**src/include/flag_pkg.sv**
```systemverilog
// Constants and types shared by the condition flag logic.
// Assumes a single 100 MHz core clock and an Avalon-MM register master.
// Contract
// - Accumulator store ORs bit30 xor bit29 into size
// - Limit latches on overflow or move limiting
// - Register transfer itself never sets limit
// - Extension clear when top five bits uniform
// - Sixteen-bit destinations use extended 20-bit result; 16-bit register results here repeat bit 15 instead
// - Thirty-two-bit destinations use extended 36-bit result
// - Extension ignores width bit, uses pre-limiter value
// - Saturation clears unnormalized flag
// - Unnormalized is xnor of two top bits
// - Size and limit ignore mode bits directly
// - Negative from bit 35, or 31 with width
// - Thirty-two and sixteen-bit accumulator results use 31
// - Negative uses pre-limiter value
// - Shift-right-accumulate negative bit 35 or 31
// - Integer multiply negative from product bit 30/15
// - Left shift clears negative when width set
// - Result flags change only on arithmetic results
// - Word test updates negative, zero, overflow
// - Sixteen-bit status word layout fixed
// - Reserved bits 14 to 10 read zero
// - Saturation sets overflow, else carry mismatch
// - Width bit selects 36 or 32-bit view
package flag_pkg;
  // Byte addresses of the status word and of the mode word
  localparam logic [3:0]  ADDR_STATUS = 4'h0;
  localparam logic [3:0]  ADDR_MODE   = 4'h4;
  localparam logic [15:0] STATUS_RST  = 16'h0300;
  localparam logic [15:0] STATUS_WMASK = 16'h83FF;
  // Flag positions
  localparam int BIT_C  = 0;
  localparam int BIT_V  = 1;
  localparam int BIT_Z  = 2;
  localparam int BIT_N  = 3;
  localparam int BIT_U  = 4;
  localparam int BIT_E  = 5;
  localparam int BIT_L  = 6;
  localparam int BIT_SIZE = 7;
  localparam int MODE_SAT = 0;
  localparam int MODE_CW  = 1;
  // Result size classes
  typedef enum logic [1:0] {
    SZ16 = 2'h0,
    SZ20 = 2'h1,
    SZ32 = 2'h2,
    SZ36 = 2'h3
  } res_size_t;
  // Instruction classes; shift-accumulate, multiply and left shift get special negative handling
  typedef enum logic [2:0] {
    OP_PLAIN  = 3'h0,
    OP_SHRACC = 3'h1,
    OP_IMUL   = 3'h2,
    OP_LSHL   = 3'h3,
    OP_WTEST  = 3'h4,
    OP_XFER   = 3'h5
  } op_class_t;
endpackage : flag_pkg

```
**src/include/flag_if.sv**
```systemverilog
`timescale 1ns/100ps
// Carries one computed flag set from the calculator to the status word.
interface flag_if;
  logic [7:0] flags;
  logic [7:0] upd_mask;
  modport calc (output flags, output upd_mask);
  modport sink (input flags, input upd_mask);
endinterface : flag_if

```
**src/flag_calc.sv**
```systemverilog
`timescale 1ns/100ps
// Combinational flag calculator for one arithmetic result.
// Assumes operands were already extended by the datapath.
module flag_calc
  import flag_pkg::*;
(
  // Result description
  input  wire logic [35:0] result_pre,
  input  wire res_size_t   res_size,
  input  wire logic        dest_acc,
  input  wire op_class_t   op_class,
  input  wire logic [30:0] integer_multiply_16_prod,
  input  wire logic        carry,
  input  wire logic        carry_msb_in,
  input  wire logic        saturated,
  input  wire logic        alu_valid,
  // Mode bits
  input  wire logic        sat_en,
  input  wire logic        cw_sel,
  // Computed flags
  flag_if.calc             fo
);
  logic [4:0] top5;
  logic       n_bit;
  logic       sat_hit;
  logic       u_bit;

  // Extension window: 20-bit results live in bits 35..16, so both use 35..31, except 16-bit register results, which repeat bit 15
  always_comb
  begin
    top5 = result_pre[35:31];
    if (res_size == SZ16 && !dest_acc)
      top5 = {result_pre[15], result_pre[15], result_pre[15], result_pre[15], result_pre[15]};
  end

  // Saturation only counts while the limiter is enabled
  assign sat_hit = sat_en & saturated;

  // Unnormalized from bits 31 and 30 (15 and 14 for 16-bit register results), cleared on saturation
  always_comb
  begin
    if (sat_hit)
      u_bit = 1'b0;
    else if (!dest_acc && res_size == SZ16)
      u_bit = ~(result_pre[15] ^ result_pre[14]);
    else
      u_bit = ~(result_pre[31] ^ result_pre[30]);
  end

  // Negative selection; pre-limiter value is always used
  always_comb
  begin
    n_bit = result_pre[35];
    unique case (op_class)
      OP_SHRACC: n_bit = sat_en ? result_pre[31] : result_pre[35];
      OP_IMUL:   n_bit = (sat_en | cw_sel) ? integer_multiply_16_prod[30] : integer_multiply_16_prod[15];
      default:
      begin
        if (!dest_acc)
          n_bit = result_pre[15];
        else if (res_size == SZ32 || res_size == SZ16)
          n_bit = result_pre[31];
        else
          n_bit = cw_sel ? result_pre[31] : result_pre[35];
        if (op_class == OP_LSHL && cw_sel)
          n_bit = 1'b0;
      end
    endcase
  end

  // Pack flags; zero and carry come from the datapath view
  always_comb
  begin
    fo.flags          = 8'h00;
    fo.flags[BIT_C]   = carry;
    fo.flags[BIT_V]   = sat_hit | (carry_msb_in ^ carry);
    fo.flags[BIT_Z]   = cw_sel ? (result_pre[31:0] == 32'h0000_0000) : (result_pre == 36'h0);
    fo.flags[BIT_N]   = n_bit;
    fo.flags[BIT_U]   = u_bit;
    fo.flags[BIT_E]   = ~((top5 == 5'h00) | (top5 == 5'h1F));
    fo.upd_mask       = 8'h00;
    if (alu_valid)
    begin
      if (op_class == OP_WTEST)
        fo.upd_mask = 8'h0E;
      else
        fo.upd_mask = 8'h3F;
    end
  end
endmodule : flag_calc

```
**src/condition_flag_logic.sv**
```systemverilog
`timescale 1ns/100ps
// Status word holding the condition flags, updated at result write-back.
// Assumes datapath strobes are on the core clock; Avalon-MM slave for software.
module condition_flag_logic
  import flag_pkg::*;
(
  // Clock and reset
  input  wire logic        clock,
  input  wire logic        rst,
  // Arithmetic result
  input  wire logic        alu_valid,
  input  wire logic [35:0] result_pre,
  input  wire res_size_t   res_size,
  input  wire logic        dest_acc,
  input  wire op_class_t   op_class,
  input  wire logic [30:0] integer_multiply_16_prod,
  input  wire logic        carry,
  input  wire logic        carry_msb_in,
  input  wire logic        saturated,
  // Moves of an accumulator
  input  wire logic        acc_store,
  input  wire logic [35:0] acc_value,
  input  wire logic        move_limited,
  // Loop flag and explicit clears from decode
  input  wire logic        loop_set,
  input  wire logic        loop_clr,
  input  wire logic        sticky_clr,
  // Avalon-MM slave
  input  wire logic [3:0]  address,
  input  wire logic        read,
  input  wire logic        write,
  input  wire logic [31:0] writedata,
  output logic [31:0]      readdata,
  output logic             waitrequest,
  // Flag outputs to decode
  output logic [15:0]      status_word,
  output logic [1:0]       mode_bits
);
  flag_if     fb();
  logic [15:0] status_r;
  logic [1:0]  mode_r;
  logic        done_r;
  logic        bus_wr;
  logic [7:0]  merged;
  logic        lim_nxt;
  logic        sz_nxt;

  flag_calc u_calc (
    .result_pre   (result_pre),
    .res_size     (res_size),
    .dest_acc     (dest_acc),
    .op_class     (op_class),
    .integer_multiply_16_prod    (integer_multiply_16_prod),
    .carry        (carry),
    .carry_msb_in (carry_msb_in),
    .saturated    (saturated),
    .alu_valid    (alu_valid),
    .sat_en       (mode_r[MODE_SAT]),
    .cw_sel       (mode_r[MODE_CW]),
    .fo           (fb.calc)
  );

  // One wait state: request accepted on the second edge
  always_ff @(posedge clock or posedge rst)
  begin
    if (rst)
      done_r <= 1'b0;
    else
      done_r <= (read | write) & ~done_r;
  end
  assign bus_wr = write & done_r;

  // Sticky terms; overflow counts only outside the transfer itself, move limiting always counts
  always_comb
  begin
    lim_nxt = fb.flags[BIT_V] & alu_valid & (op_class != OP_XFER);
    lim_nxt = lim_nxt | move_limited;
    sz_nxt  = acc_store & (acc_value[30] ^ acc_value[29]);
    merged  = (status_r[7:0] & ~fb.upd_mask) | (fb.flags & fb.upd_mask);
  end

  // Status word; hardware sets win over clears in the same cycle
  always_ff @(posedge clock or posedge rst)
  begin
    if (rst)
      status_r <= STATUS_RST;
    else
    begin
      if (bus_wr && address == ADDR_STATUS)
        status_r <= writedata[15:0] & STATUS_WMASK;
      else
      begin
        status_r[5:0] <= merged[5:0];
        if (sticky_clr)
          status_r[7:6] <= 2'b00;
        if (loop_clr)
          status_r[15] <= 1'b0;
      end
      if (lim_nxt)
        status_r[BIT_L] <= 1'b1;
      if (sz_nxt)
        status_r[BIT_SIZE] <= 1'b1;
      if (loop_set)
        status_r[15] <= 1'b1;
    end
  end

  // Mode word steering saturation and condition width
  always_ff @(posedge clock or posedge rst)
  begin
    if (rst)
      mode_r <= 2'b00;
    else if (bus_wr && address == ADDR_MODE)
      mode_r <= writedata[1:0];
  end

  // Read data; unmapped addresses read zero
  always_ff @(posedge clock or posedge rst)
  begin
    if (rst)
      readdata <= 32'h0000_0000;
    else if (read && !done_r)
    begin
      if (address == ADDR_STATUS)
        readdata <= {16'h0000, status_r & STATUS_WMASK};
      else if (address == ADDR_MODE)
        readdata <= {30'h0, mode_r};
      else
        readdata <= 32'h0000_0000;
    end
  end

  // Wait request high until the answering edge
  always_ff @(posedge clock or posedge rst)
  begin
    if (rst)
      waitrequest <= 1'b1;
    else
      waitrequest <= ~((read | write) & ~done_r);
  end

  // Registered copies for decode
  always_ff @(posedge clock or posedge rst)
  begin
    if (rst)
    begin
      status_word <= STATUS_RST;
      mode_bits   <= 2'b00;
    end
    else
    begin
      status_word <= status_r;
      mode_bits   <= mode_r;
    end
  end

  property p_size_set;
    @(posedge clock) disable iff (rst)
      acc_store && (acc_value[30] ^ acc_value[29]) |=> status_r[BIT_SIZE];
  endproperty
  a_size_set: assert property (p_size_set) else $error("size flag not set");

  property p_limit_set;
    @(posedge clock) disable iff (rst)
      move_limited |=> status_r[BIT_L];
  endproperty
  a_limit_set: assert property (p_limit_set) else $error("limit flag not set");

  property p_xfer_no_limit;
    @(posedge clock) disable iff (rst)
      alu_valid && op_class == OP_XFER && !move_limited && !status_r[BIT_L]
      && !(write && address == ADDR_STATUS) |=> !status_r[BIT_L];
  endproperty
  a_xfer_no_limit: assert property (p_xfer_no_limit) else $error("transfer set limit");

  property p_ext;
    @(posedge clock) disable iff (rst)
      alu_valid && op_class == OP_PLAIN && dest_acc && !bus_wr
      |=> status_r[BIT_E] == !($past(result_pre[35:31]) == 5'h00
                               || $past(result_pre[35:31]) == 5'h1F);
  endproperty
  a_ext: assert property (p_ext) else $error("extension flag wrong");

  property p_unnorm_sat;
    @(posedge clock) disable iff (rst)
      alu_valid && op_class == OP_PLAIN && mode_r[MODE_SAT] && saturated && !bus_wr
      |=> !status_r[BIT_U] && status_r[BIT_V];
  endproperty
  a_unnorm_sat: assert property (p_unnorm_sat) else $error("saturation flags wrong");

  property p_hold;
    @(posedge clock) disable iff (rst)
      !alu_valid && !bus_wr |=> status_r[5:0] == $past(status_r[5:0]);
  endproperty
  a_hold: assert property (p_hold) else $error("result flags moved");

  property p_reserved;
    @(posedge clock) disable iff (rst)
      status_r[14:10] == 5'h00 && status_word[14:10] == 5'h00;
  endproperty
  a_reserved: assert property (p_reserved) else $error("reserved bits set");

  property p_lshl;
    @(posedge clock) disable iff (rst)
      alu_valid && op_class == OP_LSHL && mode_r[MODE_CW] && !bus_wr |=> !status_r[BIT_N];
  endproperty
  a_lshl: assert property (p_lshl) else $error("shift negative not cleared");

  property p_wtest;
    @(posedge clock) disable iff (rst)
      alu_valid && op_class == OP_WTEST && !bus_wr
      |=> status_r[BIT_C] == $past(status_r[BIT_C]) && status_r[BIT_U] == $past(status_r[BIT_U]);
  endproperty
  a_wtest: assert property (p_wtest) else $error("word test touched other flags");
endmodule : condition_flag_logic

```
**config.mk**
```make
export PLATFORM = sky130hd
export DESIGN_NAME = condition_flag_logic
export DESIGN_NICKNAME = d
export VERILOG_FILES = /design/src/include/flag_pkg.sv /design/src/include/flag_if.sv /design/src/flag_calc.sv /design/src/condition_flag_logic.sv
export SDC_FILE = /design/constraint.sdc
export NUM_CORES = 1
export LEC_CHECK = 0
export BUFFER_PORTS_ARGS = -buffer_cell sky130_fd_sc_hd__buf_2
export CAP_MARGIN = 20
export CORE_AREA = 2 2 82 84
export DETAILED_ROUTE_END_ITERATION = 16
export DIE_AREA = 0 0 84 86
export PLACE_DENSITY = 0.74
export SYNTH_ARGS = -nofsm -noshare
export SYNTH_HDL_FRONTEND = slang
export SYNTH_HIERARCHICAL = 1
export SYNTH_SLANG_ARGS = --single-unit
```
**constraint.sdc**
```tcl
create_clock -name clock -period 1.8 [get_ports clock]
set_input_delay 0.09 -clock clock [delete_from_list [all_inputs] [get_ports clock]]
set_output_delay 0.09 -clock clock [all_outputs]
set_load 0.005 [all_outputs]
```
# Word-level counts from Yosys, hierarchy flattened

Index checks and enable logic that the tools add are counted.

Input port bits: 158
Output and inout bits: 51
Register bits: 60
Word-level logic and storage cells: 81

Bitwise operators: 24
Equal/unequal tests: 8
Reductions and logical operators: 16
Mux-type cells: 22

Operator list:

| operator                                             | number |
|---|---|
| logical NOT 36 bit                                   | 1 |
| logical NOT 32 bit                                   | 1 |
| 2-to-1 mux 16 bit                                    | 1 |
| 2-to-1 mux 1 bit                                     | 14 |
| AND 6 bit                                            | 2 |
| 2-to-1 mux 6 bit                                     | 2 |
| nonzero test 3 bit                                   | 3 |
| 2-to-1 mux 8 bit                                     | 1 |
| AND 1 bit                                            | 6 |
| equality test 3 x 2 -> 1 bit (second input constant) | 2 |
| inverter 6 bit                                       | 1 |
| OR 6 bit                                             | 1 |
| equality test 5 bit (second input constant)          | 1 |
| logical AND 1 bit                                    | 5 |
| logical NOT 5 bit                                    | 1 |
| 2-to-1 mux 5 bit                                     | 1 |
| inverter 1 bit                                       | 5 |
| OR 1 bit                                             | 5 |
| equality test 4 x 3 -> 1 bit (second input constant) | 1 |
| logical NOT 4 bit                                    | 1 |
| 2-to-1 mux 2 bit                                     | 2 |
| bitwise XOR 1 bit                                    | 4 |
| equality test 3 x 1 -> 1 bit (second input constant) | 1 |
| equality test 3 bit (second input constant)          | 1 |
| other kinds (6)                                      | 7 |

# Logic depth before layout (Yosys ltp)

Depth after elaboration: 10
Mapped depth: 7
Depth with buffers taken out: 7

# Cells and area by module

Netlist, hierarchy kept.

By module, submodules not included:

| module               | seq. area each (µm²) | area each (µm²) | cells an instance | instances |
|---|---|---|---|---|
| condition_flag_logic | 982.2                | 1664.1          | 133               | 1 |
| flag_calc            | 0.0                  | 365.4           | 57                | 1 |

# Worst setup path after synthesis

No wires, ideal clock.

Path kind: flip-flop to flip-flop
Start point: reg mode_r[1]
End point: reg (tool-made name)
Slack: 0.276 ns
Setup time: 0.129 ns
Clock period less this slack: 1.524 ns
Cell stages (with the launch flop): 8
Arrival time: 1.395 ns
Buffers on the path: 1
Required time: 1.671 ns
Cell sequence: dfrtp_1 nor2_1 mux2_1 a22oi_1 o22ai_1 buf_4 mux2i_1 a21oi_1

RTL lines:

| item                     | RTL line                    | RTL |
|---|---|---|
| start: declaration       | condition_flag_logic.sv:41  | `logic [1:0] mode_r;` |
| start signal: assignment | condition_flag_logic.sv:114 | `mode_r <= writedata[1:0];` |

==> run summary <==
Final min period - 1.568 ns
CTS tree - done
Clock power share - 30.9%
Clock latency on the worst-skew pair - 0.29 ns
Fin util - 40.74%
FILL cells - 643
WL/cell - 13.52 um
Critical path required time - 1.97 ns
CTS Buf Count - 5
RSZ-0062 raised after global routing - no
Die area - 0.007224 mm^2
Vias in the first global route - 1627
PwrDens - 818.1 mW/mm^2
Worst-Margin Slew - 0.7261 ns
Die Y - 86 um
Cell Area, Synth - 0.001996 mm^2
Share of post-route cells with drive strength above 1 - 43.36%
DR vias - 1662
Fin. max-slew vios - 0
Crit Path Max Fanout - 4
GRT Util Overall - 13.42%
Dpl hpwl - 3906 um
Largest net degree at the start of global routing - 40
Switch share - 26.35%
Storage cell area - 982.2 um^2
HP Class - primary input to flip-flop
CP endpoint kind - flip-flop
CP startpoint kind - flip-flop
Global-route wire length before repair - 7631 um
Io pins - 209
Count of warnings emitted by yosys - 6
CORE AREA - 0.006277 mm^2
Setup ws final - 0.2315 ns
TritonRoute pass-1 iters - 4
Clock sinks - 39
Syn Area/Cell - 10.79 um^2
Commonest non-fill, non-tap cell in the layout - buf_2
Switching pwr - 0.0005513 W
Grt met2 use - 22.18%
Leakage - 1.351 nW
Final nets - 445
Initial DRC Count - 33
Clock root buffer - clkbuf_8
DRC - 0
N_diodes - 0
Most frequent cells in the layout - buf_2, dfrtp_1, conb_1
Final setup vio count - 0
Maximum vdd drop - 398.2 uV
Post-CTS setup buffers - 0
Cells after Synth - 185
Final worst path period share - 87.14%
Max Fclk - 637.6 MHz
Area Overhead vs Synth - 28.15%
Combinational power share - 18.7%
Area of the multi-input gates - 810.8 um^2
Dpl ws - 0.2406 ns
Relative slew slack - 51.59%
Grt met1 use - 16.50%
Outcome - completed
Internal power - 0.001541 W
Initial antenna violation count - 0
DRT antenna net count - 0
Busiest layer in global routing - met2
Via/cell ratio - 4.579
Final hold vios - 0
Clk slew on worst S/H paths - 0.07 ns
CTS HTree Levels - 2
CTS Buffer Depth - 2
Total gr overflow - 0
FP Rows - 29
Flop pwr share - 50.4%
Setup TNS - 0 ns
Initial Util - 31.79%
Max Cap Viol - 0
Final WL - 4907 um
Routability Congestion - 0.7838
# port buffers - 98
Clk_skew - 0.003802 ns
Worst hold slack - 0.006156 ns
Chip Width - 84 um
Critical path arrival - 1.74 ns
Met3 Use GR - 4.620%
Setup Crit Path Kind - flip-flop to flip-flop
## worst paths after layout
kind | startpoint | endpoint | slack, ns | cells past startpoint
max in group asynchronous | rst | status_word[9] | 0.98 | 4
worst min-delay path | move_limited | status_r[6] | 0.006 | 3
worst max register to register | mode_r[1] | flip-flop | 0.23 | 6
worst min register to register | status_r[9] | status_word[9] | 0.37 | 0
min in group asynchronous | rst | readdata[6] | 0.46 | 4
worst max-delay path | mode_r[1] | flip-flop | 0.23 | 6
## final cells by class
type	count	area share [%]
well taps	77	3.767
inverters	8	1.174
repair buffers	104	21.04
flip-flops and latches	39	38.41
clock buffers	8	3.914
multi-input cells	127	31.70
## metal layers
metal | wire length, um | up-vias
met5 | 0 | -
met4 | 65 | 0
met3 | 419 | 6
met2 | 2338 | 75
met1 | 2084 | 786
li1 | - | 795
## power groups by stage
stage | logic (W) | registers, W | clock network, W
floorplan | 0.000227 | 0.00107 | 0
global placement | 0.000382 | 0.00107 | 0
detailed placement | 0.000394 | 0.00107 | 0
CTS | 0.000396 | 0.00106 | 0.000659
global route | 0.000435 | 0.00107 | 0.000703
finish | 0.000390 | 0.00106 | 0.000647
## critical path: stages (launching register included)
cell and delay, ns:
dfrtp_1 0.44, nor2_1 0.14, mux2_1 0.34, a22oi_1 0.18, o22ai_1 0.13, mux2i_1 0.15, a21oi_1 0.08
## repair_timing
action | 4_1_cts | 5_1_grt
hold buffers | 1 | 0
resized for setup | 0 | 0
endpoints found under the hold margin | 34 | 0
## per-stage QoR
stage,instance area (um^2),power [W],instances
6_report,2557,0.002092,363
5_1_grt,2557,0.002208,363
4_1_cts,2557,0.002113,363
3_5_place_dp,2447,0.001467,354
3_3_place_gp,2447,0.001450,354
2_1_floorplan,2090,0.001298,210
(Power assumes the default switching activity.)
